## src/verilog/pwrdn_seq_cfg.svh

```systemverilog
// Constants for the regulator power-down sequencer
`ifndef PWRDN_SEQ_CFG_SVH
`define PWRDN_SEQ_CFG_SVH
`define NUM_REGS      7
`define ORDER_W       3
`define ADDR_W        8
`define DATA_W        8
`define ADDR_BUCK1    8'h5F
`define ADDR_BUCK2    8'h60
`define ADDR_BUCK3    8'h61
`define ADDR_LDO1     8'h62
`define ADDR_LDO2     8'h63
`define ADDR_LDO3     8'h64
`define ADDR_MEMREF   8'h65
`define ORDER_ZERO    3'h0
`define ORDER_MAX     3'h7
`define STEP_CYCLES   16'h0010
`define STEP_W        16
`define ORDER_STEP    3'h1
`define STEP_LAST     16'h0001
`define STEP_DEC      16'h0001
`endif

```

## src/verilog/pwrdn_seq_pkg.sv

```systemverilog
// Types shared by the power-down sequencer
`default_nettype none
`include "pwrdn_seq_cfg.svh"
package pwrdn_seq_pkg;
  typedef logic [`ORDER_W-1:0] order_t;
  typedef enum logic [1:0] {SEQ_IDLE, SEQ_STEP, SEQ_WAIT, SEQ_DONE}
    seq_state_t;
endpackage : pwrdn_seq_pkg
`default_nettype wire

```

## src/verilog/order_slot.sv

```systemverilog
// One regulator's shutdown order field with a post-reset load from fuses
`default_nettype none
`include "pwrdn_seq_cfg.svh"
module order_slot
  import pwrdn_seq_pkg::*;
(
  input  wire logic   clock,     // System clock
  input  wire logic   rst_n,     // Async reset, active low
  input  wire logic   clkEn,     // Clock enable
  input  wire logic   loadFuse,  // Copy startup order in
  input  wire order_t fuseOrder, // Startup order, read only
  input  wire logic   wrEn,      // Accepted host write
  input  wire order_t wrData,    // Host write data
  output order_t      order      // Current shutdown order
);
  order_t order_reg;
  assign order = order_reg;

  // Fuse value is caught after reset release, never under reset
  always_ff @(posedge clock or negedge rst_n) begin
    if (!rst_n) begin
      order_reg <= `ORDER_ZERO;
    end else if (clkEn) begin
      if (loadFuse) begin
        order_reg <= fuseOrder;
      end else if (wrEn) begin
        order_reg <= wrData;
      end
    end
  end
endmodule : order_slot
`default_nettype wire

```

## src/verilog/regulator_powerdown_sequencer.sv

```systemverilog
// Power-down sequencer with per-regulator shutdown order registers
`default_nettype none
`include "pwrdn_seq_cfg.svh"
// Behaviour
// - Each regulator has 3-bit order field
// - Order fields reset to zero, then load power-up order after reset release
// - Disable regulators highest order value first
// - All zero orders: disable all at once
// - Host writes accepted only in on states
// - Power-up order fused, never register-writable
module regulator_powerdown_sequencer
  import pwrdn_seq_pkg::*;
#(
  parameter int NUM = `NUM_REGS
)(
  input  wire logic               clock,     // 20 MHz clock
  input  wire logic               rst_n,     // Async reset, active low
  input  wire logic               clkEn,     // Freezes state when low
  input  wire logic               systemOn,  // System in an on state
  input  wire logic               startDown, // Pulse: begin power-down
  input  wire logic [3*NUM-1:0]   fuseOrders,// Fused startup orders
  input  wire logic               regWrite,  // Register write strobe
  input  wire logic               regRead,   // Register read strobe
  input  wire logic [`ADDR_W-1:0] regAddr,   // Register address
  input  wire logic [`DATA_W-1:0] regWdata,  // Register write data
  output logic      [`DATA_W-1:0] regRdata,  // Read data, registered
  output logic                    rdValid,   // Read data valid pulse
  output logic      [NUM-1:0]     regEnable, // Regulator enables
  output logic                    seqBusy,   // Sequencer running
  output logic                    seqDone    // All regulators off
);
  localparam logic [`ADDR_W-1:0] ADDRS [`NUM_REGS] = '{
    `ADDR_BUCK1, `ADDR_BUCK2, `ADDR_BUCK3, `ADDR_LDO1,
    `ADDR_LDO2, `ADDR_LDO3, `ADDR_MEMREF};

  logic          loadPend_reg;
  order_t        order   [NUM];
  logic [NUM-1:0] hit;
  logic [NUM-1:0] wrHit;
  seq_state_t    state_reg;
  order_t        level_reg;
  logic [`STEP_W-1:0] timer_reg;
  logic          allZero;
  logic [NUM-1:0] stepMask;
  logic          startTaken; // Request accepted in idle
  logic          levelLast;  // Walk has reached order zero
  logic          levelDrop;  // Level still has regulators on
  logic          waitOver;   // Step delay has run out

  // Load fuses once, one cycle after reset release
  always_ff @(posedge clock or negedge rst_n) begin
    if (!rst_n) begin
      loadPend_reg <= 1'b1;
    end else if (clkEn) begin
      loadPend_reg <= 1'b0;
    end
  end

  genvar i;
  generate
    for (i = 0; i < NUM; i++) begin : g_slot
      assign hit[i] = (regAddr == ADDRS[i]);
      // Writes ignored outside on states and while shutting down
      assign wrHit[i] = regWrite && hit[i] && systemOn
                        && (state_reg == SEQ_IDLE);
      assign stepMask[i] = (order[i] == level_reg);
      order_slot u_slot (
        .clock    (clock),
        .rst_n    (rst_n),
        .clkEn    (clkEn),
        .loadFuse (loadPend_reg),
        .fuseOrder(order_t'(fuseOrders[`ORDER_W*i +: `ORDER_W])),
        .wrEn     (wrHit[i]),
        .wrData   (regWdata[`ORDER_W-1:0]),
        .order    (order[i])
      );
    end
  endgenerate

  always_comb begin
    allZero = 1'b1;
    for (int k = 0; k < NUM; k++) begin
      if (order[k] != `ORDER_ZERO) begin
        allZero = 1'b0;
      end
    end
  end

  // Read path: upper bits read zero, unmapped reads zero
  always_ff @(posedge clock or negedge rst_n) begin
    if (!rst_n) begin
      regRdata <= '0;
      rdValid  <= 1'b0;
    end else if (clkEn) begin
      rdValid  <= regRead;
      regRdata <= '0;
      for (int k = 0; k < NUM; k++) begin
        if (regRead && hit[k]) begin
          regRdata <= {{(`DATA_W-`ORDER_W){1'b0}}, order[k]};
        end
      end
    end
  end

  // Step sequencer; each level is held STEP_CYCLES plus one cycle before the next
  // A request during the fuse load is dropped, not queued
  assign startTaken = (state_reg == SEQ_IDLE) && startDown
                      && !loadPend_reg;
  assign levelLast  = (level_reg == `ORDER_ZERO);
  assign levelDrop  = |(stepMask & regEnable);
  assign waitOver   = (timer_reg <= `STEP_LAST);

  // Sequencer state
  always_ff @(posedge clock or negedge rst_n) begin
    if (!rst_n) begin
      state_reg <= SEQ_IDLE;
    end else if (clkEn) begin
      case (state_reg)
        SEQ_IDLE: begin
          if (startTaken && allZero) begin
            state_reg <= SEQ_DONE;
          end else if (startTaken) begin
            state_reg <= SEQ_STEP;
          end
        end
        // Writes are refused outside idle, so the orders hold still here
        SEQ_STEP: begin
          if (levelLast) begin
            state_reg <= SEQ_DONE;
          end else if (levelDrop) begin
            state_reg <= SEQ_WAIT;
          end
        end
        SEQ_WAIT: begin
          if (waitOver) begin
            state_reg <= SEQ_STEP;
          end
        end
        SEQ_DONE: begin
          // Stays off until reset, the normal wake path
          state_reg <= SEQ_DONE;
        end
        default: begin
          state_reg <= SEQ_IDLE;
        end
      endcase
    end
  end

  // Order level under service, walked from the top down
  always_ff @(posedge clock or negedge rst_n) begin
    if (!rst_n) begin
      level_reg <= `ORDER_MAX;
    end else if (clkEn) begin
      if (startTaken) begin
        level_reg <= `ORDER_MAX;
      end else if (state_reg == SEQ_STEP && !levelLast && !levelDrop) begin
        // Empty levels are skipped without a delay
        level_reg <= level_reg - `ORDER_STEP;
      end else if (state_reg == SEQ_WAIT && waitOver) begin
        level_reg <= level_reg - `ORDER_STEP;
      end
    end
  end

  // Step delay; loaded as a level drops, counted down while waiting
  // The drop edge plus the count gives one extra cycle per level
  always_ff @(posedge clock or negedge rst_n) begin
    if (!rst_n) begin
      timer_reg <= '0;
    end else if (clkEn) begin
      if (state_reg == SEQ_STEP && !levelLast && levelDrop) begin
        timer_reg <= `STEP_CYCLES;
      end else if (state_reg == SEQ_WAIT && !waitOver) begin
        timer_reg <= timer_reg - `STEP_DEC;
      end
    end
  end

  // Regulator enables only ever fall until the next reset
  always_ff @(posedge clock or negedge rst_n) begin
    if (!rst_n) begin
      regEnable <= '1;
    end else if (clkEn) begin
      if (startTaken && allZero) begin
        regEnable <= '0;
      end else if (state_reg == SEQ_STEP && levelLast) begin
        // Zero-order regulators go off with the last step
        regEnable <= '0;
      end else if (state_reg == SEQ_STEP && levelDrop) begin
        regEnable <= regEnable & ~stepMask;
      end
    end
  end

  // Busy covers the stepped walk only; the bypass never raises it
  always_ff @(posedge clock or negedge rst_n) begin
    if (!rst_n) begin
      seqBusy <= 1'b0;
    end else if (clkEn) begin
      if (startTaken && !allZero) begin
        seqBusy <= 1'b1;
      end else if (state_reg == SEQ_STEP && levelLast) begin
        seqBusy <= 1'b0;
      end else if (state_reg == SEQ_DONE) begin
        seqBusy <= 1'b0;
      end
    end
  end

  // Done is sticky: power returns only through reset
  always_ff @(posedge clock or negedge rst_n) begin
    if (!rst_n) begin
      seqDone <= 1'b0;
    end else if (clkEn) begin
      if (startTaken && allZero) begin
        seqDone <= 1'b1;
      end else if (state_reg == SEQ_STEP && levelLast) begin
        seqDone <= 1'b1;
      end
    end
  end
endmodule : regulator_powerdown_sequencer
`default_nettype wire

```

## config.mk

```make
export PLATFORM = sky130hd
export DESIGN_NAME = regulator_powerdown_sequencer
export DESIGN_NICKNAME = d
export VERILOG_FILES = /design/src/verilog/pwrdn_seq_pkg.sv /design/src/verilog/order_slot.sv /design/src/verilog/regulator_powerdown_sequencer.sv
export VERILOG_INCLUDE_DIRS = /design/src /design/src/verilog
export SDC_FILE = /design/constraint.sdc
export NUM_CORES = 1
export LEC_CHECK = 0
export CAP_MARGIN = 0
export CELL_PAD_IN_SITES_DETAIL_PLACEMENT = 1
export CELL_PAD_IN_SITES_GLOBAL_PLACEMENT = 1
export CORE_MARGIN = 1.5
export CORE_UTILIZATION = 49
export DETAILED_ROUTE_END_ITERATION = 10
export DONT_BUFFER_PORTS = 1
export PLACE_DENSITY = 0.78
export RECOVER_POWER = 100
export SYNTH_ARGS = -nofsm -noshare
export SYNTH_HDL_FRONTEND = slang
export SYNTH_HIERARCHICAL = 1
export SYNTH_SLANG_ARGS = --single-unit
export TNS_END_PERCENT = 1
```

## constraint.sdc

```tcl
create_clock -name clock -period 3.4 [get_ports clock]
set_clock_uncertainty 0.2 [all_clocks]
set_input_delay 0.17 -clock clock [delete_from_list [all_inputs] [get_ports clock]]
set_output_delay 0.17 -clock clock [all_outputs]
set_load 0.005 [all_outputs]
```

Yosys cells after proc, flatten, opt, wreduce, memory -nomap -nowiden
Cells that the tools add are included.
{"block": "totals", "inputBits": 44, "reg_bits": 61, "word_cells": 168, "out_inout_bits": 18}
{"block": "classes", "n_reduce_logical": 79, "eq_ne": 20, "n_lt_le_gt_ge": 1, "n_addsub": 2, "n_mux": 47, "bitwise": 3}
{"cell": "$eq 8x7->1 const B", "count": 7}
{"cell": "$mux 3", "count": 18}
{"cell": "$mux 8", "count": 6}
{"cell": "$logic_and 1x1->1", "count": 39}
{"cell": "$mux 16", "count": 2}
{"cell": "$reduce_bool 3->1", "count": 10}
{"cell": "$reduce_and 2->1", "count": 12}
{"cell": "$eq 3x3->1", "count": 7}
{"cell": "$mux 7", "count": 3}
{"cell": "$reduce_bool 2->1", "count": 9}
{"cell": "$le 16x1->1 const B", "count": 1}
{"cell": "$sub 16x1->16 const B", "count": 1}
{"cell": "$and 7x7->7", "count": 2}
{"cell": "$mux 1", "count": 12}
{"cell": "$mux 2", "count": 5}
{"cell": "$pmux 2 s4", "count": 1}
{"cell": "$not 7->7", "count": 1}
{"cell": "$reduce_or 7->1", "count": 1}
{"cell": "$logic_not 1->1", "count": 5}
{"cell": "$eq 2x2->1 const B", "count": 2}
{"cell": "$reduce_and 4->1", "count": 1}
{"cell": "$logic_not 3->1", "count": 1}
{"cell": "$ne 3x2->1 const B", "count": 1}
{"cell": "$ne 3x3->1 const B", "count": 1}
{"cell": "other kinds (4)", "count": 4}

Longest topological paths before layout
{"block": "depth", "depth_word": 12, "ltp_mapped": 9, "ltp_nobuf": 8}

Hierarchy
The synthesis kept the hierarchy.
{"mod": "regulator_powerdown_sequencer", "seq_area_each_um2": 889.6, "area_each_um2": 2432.3, "instances": 1, "cells_per_inst": 272}
{"mod": "order_slot", "seq_area_each_um2": 75.1, "area_each_um2": 181.4, "instances": 7, "cells_per_inst": 17}

Worst setup path after synthesis
Ideal clock, no wire load.
{"block": "synth_path", "kind": "register -> register", "from": "reg timer_reg[8]", "to": "reg level_reg[2]", "synth_period_minus_slack_ps": 2475, "n_path_buf": 1, "setup_ps": 92, "path_slack_ps": 925, "stages_incl_launch_ff": 8, "t_arrival_ps": 2183, "required_ps": 3108, "cell_sequence": "dfrtp_1 -> or4_4 -> or4_4 -> buf_6 -> o31a_1 -> o32a_2 -> nor2_1 -> nor3_1"}
{"block": "synth_between", "elab_chain_len": 4}
{"item": "start, declared", "line": "regulator_powerdown_sequencer.sv:42", "rtl": "logic [`STEP_W-1:0] timer_reg;"}
{"item": "start signal, assigned", "line": "regulator_powerdown_sequencer.sv:173", "rtl": "timer_reg <= `STEP_CYCLES;"}
{"item": "start signal, assigned", "line": "regulator_powerdown_sequencer.sv:175", "rtl": "timer_reg <= timer_reg - `STEP_DEC;"}
{"item": "$le 16x1->1 (no source line)"}
{"item": "$logic_and 1x1->1", "line": "regulator_powerdown_sequencer.sv:160", "rtl": "end else if (state_reg == SEQ_WAIT && waitOver) begin"}
{"item": "$reduce_bool 3->1 (no source line)"}
{"item": "$reduce_and 2->1 (no source line)"}
{"item": "end signal, assigned", "line": "regulator_powerdown_sequencer.sv:156", "rtl": "level_reg <= `ORDER_MAX;"}
{"item": "end signal, assigned", "line": "regulator_powerdown_sequencer.sv:159", "rtl": "level_reg <= level_reg - `ORDER_STEP;"}
{"item": "end signal, assigned", "line": "regulator_powerdown_sequencer.sv:161", "rtl": "level_reg <= level_reg - `ORDER_STEP;"}
{"item": "end, declared", "line": "regulator_powerdown_sequencer.sv:41", "rtl": "order_t level_reg;"}
No other way between the ends.
A chain may end at the register's enable or synchronous reset.

Final worst setup path
{"block": "layout_path", "from": "reg state_reg[1]", "to": "reg g_slot[1].u_slot.order_reg[1]"}
{"block": "layout_between", "elab_chain_len": 4}
{"item": "start, declared", "line": "regulator_powerdown_sequencer.sv:40", "rtl": "seq_state_t state_reg;"}
{"item": "start signal, assigned", "line": "regulator_powerdown_sequencer.sv:116", "rtl": "state_reg <= SEQ_IDLE;"}
{"item": "start signal, assigned", "line": "regulator_powerdown_sequencer.sv:121", "rtl": "state_reg <= SEQ_DONE;"}
{"item": "start signal, assigned", "line": "regulator_powerdown_sequencer.sv:123", "rtl": "state_reg <= SEQ_STEP;"}
{"item": "$logic_not 2->1", "line": "regulator_powerdown_sequencer.sv:65", "rtl": "&& (state_reg == SEQ_IDLE);"}
{"item": "$logic_and 1x1->1", "line": "regulator_powerdown_sequencer.sv:65"}
{"item": "via wrHit[1]", "line": "regulator_powerdown_sequencer.sv:39", "rtl": "logic [NUM-1:0] wrHit;"}
{"item": "$reduce_bool 2->1 (no source line)"}
{"item": "$reduce_and 2->1 (no source line)"}
{"item": "end signal, assigned", "line": "order_slot.sv:22", "rtl": "order_reg <= `ORDER_ZERO;"}
{"item": "end signal, assigned", "line": "order_slot.sv:25", "rtl": "order_reg <= fuseOrder;"}
{"item": "end signal, assigned", "line": "order_slot.sv:27", "rtl": "order_reg <= wrData;"}
{"item": "end, declared", "line": "order_slot.sv:16", "rtl": "order_t order_reg;"}
The timed path passes the listed nets, and every way through them passes these cells.

==> qor.txt <==
Root buffer cell: clkbuf_8
# DRC: 0
Critical Path Sink Type: flip-flop
Io pins: 62
Area of the mapped netlist: 3700 um2
Deepest clock path buffer count: 2
Worst path cell trace: nor2_1 > nand3_1 > or3_1 > nor3_1 > nand2_1 > o32ai_1 > nor2_1 > dlygate4sd3_1
Final Hold Fails: 0
Area contributors post-synth: dfrtp_1 30%, dfstp_2 7.8%, nor2_1 6.6%
Worst Setup Path Type: flip-flop to flip-flop
Max-slew headroom: 0.0213
Peak supply drop: 0.193 mV
Vias in the first global route: 3,602
Register area share after synthesis: 0.382
Critical path's largest stage delay: 0.55 ns
DR WL/cell: 21.2 um
Via count: 3,328
R2R cell count: 8
Synth warn: 6
Syn Area/Cell: 9.47 um2
RSZ-0062 raised after global routing: no
Critical path arrival: 3.15 ns
Total GRT Usage: 0.285
Die X: 89.9 um
FF-to-FF setup slack: 0.25 ns
Antenna violations before repair: 2
WHS Endpoint: g_slot[4].u_slot/order[2]$_DFFE_PN0P_
Area Growth Syn to Fin: 13.4%
CTS tree: yes
1st-iter DRT viols: 155
Final Max Tran Viols: 0
DP HPWL: 7330 um
Pwr per Cell Area: 330 nW/um2
Flops & latches, synth: 56
Crit-path max FO: 8
Num CTS Buffers: 5
Placeable Area: 7290 um2
Initial core utilization: 0.508
Startpoint types: flip-flop
F_max: 0.317 GHz
Dominant cell type by area after synthesis: dfrtp_1
Top FF cell, synth: dfrtp_1
Post-Route Setup TNS: 0 ns
Max reg flops: 21
Post-synth EDFFs: 0
Worst hold slack: 0.00279 ns
Resize count post-CTS: 0
Drt total wl: 11,300 um
Largest net degree at the start of global routing: 63
Die Ht: 89.9 um
Class of the worst hold path: primary input to flip-flop
Worst r2r src: state_reg[1]$_DFFE_PN0P_
Hold path start: regWdata[2]
Post-layout minimum cycle time: 3.15 ns
First-pass GRT wire length: 18,300 um
Worst r2r dst: g_slot[1].u_slot/order[1]$_DFFE_PN0P_
Required @ worst endpoint: 3.40 ns
Max Cap Violations: 0
Worst slew pin tran: 1.47 ns
Finished Layout Cells: 534
Setup violators final: 0
Crit-path slowest cell: dlygate4sd3_1
DRT Pass-1 Iters: 4
Synth top area share: 0.304
Crit share post-route: 0.927
Htree depth: 2
Clk sinks: 56
Grt total ovfl: 0
Final Wtd Congestion: 0.831
Yosys cell types: 65
Number of port buffers: 0
Fraction of registers with async set/reset: 1.00
Synth Instances: 391
Lkg Pwr: 1.87 nW
Hold path cells: 2
Outcome: completed
Via-to-Cell Ratio: 6.23
Row count: 31
Routed Antenna Nets: 0
Worst path most repeated cell: nor2_1
Nets: 480
Most frequent cell after synthesis: nor2_1
Layout cell share with drive strength beyond 1: 0.102
Clk Latency, worst-skew pair: 0.31 ns
Overall Power: 1.39 mW
Most instantiated cells after synthesis: 65 x nor2_1, 45 x dfrtp_1, 27 x nand2_1
Placed cells: 483
Die area: 8090 um2
Clock-pin slew on the worst setup and hold paths: 0.10 ns
[cell type report]
class,instances,area [um2]
inverters,12,45.0
fillers,889,3090
diodes,2,5.00
clock buffers,8,100
multi-input cells,314,2090
well taps,99,124
repair buffers,43,423
flip-flops and latches,56,1420
[worst max-delay path by stage]
stage	start	end	cells past startpoint
6_report	state_reg[1]$_DFFE_PN0P_	g_slot[1].u_slot/order[1]$_DFFE_PN0P_	8
5_1_grt	loadPend_reg$_DFFE_PN1P_	g_slot[4].u_slot/order[0]$_DFFE_PN0P_	5
4_1_cts	state_reg[1]$_DFFE_PN0P_	g_slot[1].u_slot/order[1]$_DFFE_PN0P_	8
3_5_place_dp	level_reg[1]$_DFFE_PN1P_	timer_reg[1]$_DFFE_PN0P_	6
3_3_place_gp	level_reg[2]$_DFFE_PN1P_	timer_reg[1]$_DFFE_PN0P_	6
2_1_floorplan	timer_reg[8]$_DFFE_PN0P_	level_reg[2]$_DFFE_PN1P_	7
[metal layers]
| metal | global-route usage | wire length [um] | vias up | part of all wire |
|---|---|---|---|---|
| met2 | 0.502 | 5870 | 107 | 0.52 |
| met1 | 0.335 | 4560 | 1679 | 0.40 |
| li1 | - | - | 1510 | - |
| met5 | 0 | 0 | - | 0 |
| met3 | 0.0584 | 544 | 32 | 0.048 |
| met4 | 0.127 | 370 | 0 | 0.033 |
[repair_timing]
item,CTS,global route
setup buffers,0,0
hold buffers,40,1
endpoints found under the setup margin,0,0
hold endpoints to repair,91,1
[power breakdown]
group / switching, mW / internal, mW
clock: 0.224 / 0.187
sequential: 0.0471 / 0.693
combinational: 0.131 / 0.104
[cell usage in the layout, fill, tap and decap left out, drive strengths merged, types with 3 or more instances in the layout]
master       instances
a21oi               15
and4bb              14
clkbuf              11
conb                 5
dfrtp               45
dfstp               11
dlygate4sd3         39
ha                   4
inv                 12
mux2i                7
nand2               27
nand2b               4
nand3                6
nor2                65
nor2b                4
nor3                28
nor4                 7
nor4b                3
o211a                7
o211ai               4
o21ai                6
o22ai               17
o32ai                7
or2                 10
or3                  6
or4                  4
xnor2               13
xor2                19
[cell families (layout without fill, tap and decap cells)]
group                      Yosys count  after routing  share of synthesized area
AOI/OAI and AO/OA                   73             73                      0.168
muxes                                9              9                     0.0250
other                                1              7                    0.00101
buffers and inverters               25             63                     0.0345
DFF                                 56             56                      0.382
xor gates and xnor gates            32             32                     0.0757
and+or+nand+nor                    191            191                      0.300
adders and majority gates            4              4                     0.0135
[per-stage QoR]
stage               cell area (um2)  worst slack, ns  utilization
floorplan                      3720            0.925            -
global route                   4200           0.0773        0.575
CTS                            4300            0.302        0.590
detailed placement             3770            0.673        0.518
finish                         4200            0.249        0.576
global placement               3770            0.711        0.518
[critical path: cells and delay by family (launching register included)]
| kind | cells | cell delay (ns) |
|---|---|---|
| AND/OR/NAND/NOR | 6 | 1.56 |
| buffers and inverters | 1 | 0.55 |
| flip-flops | 1 | 0.47 |
| AO/OA/AOI/OAI | 1 | 0.25 |
Power figures use the tool's default switching activity.
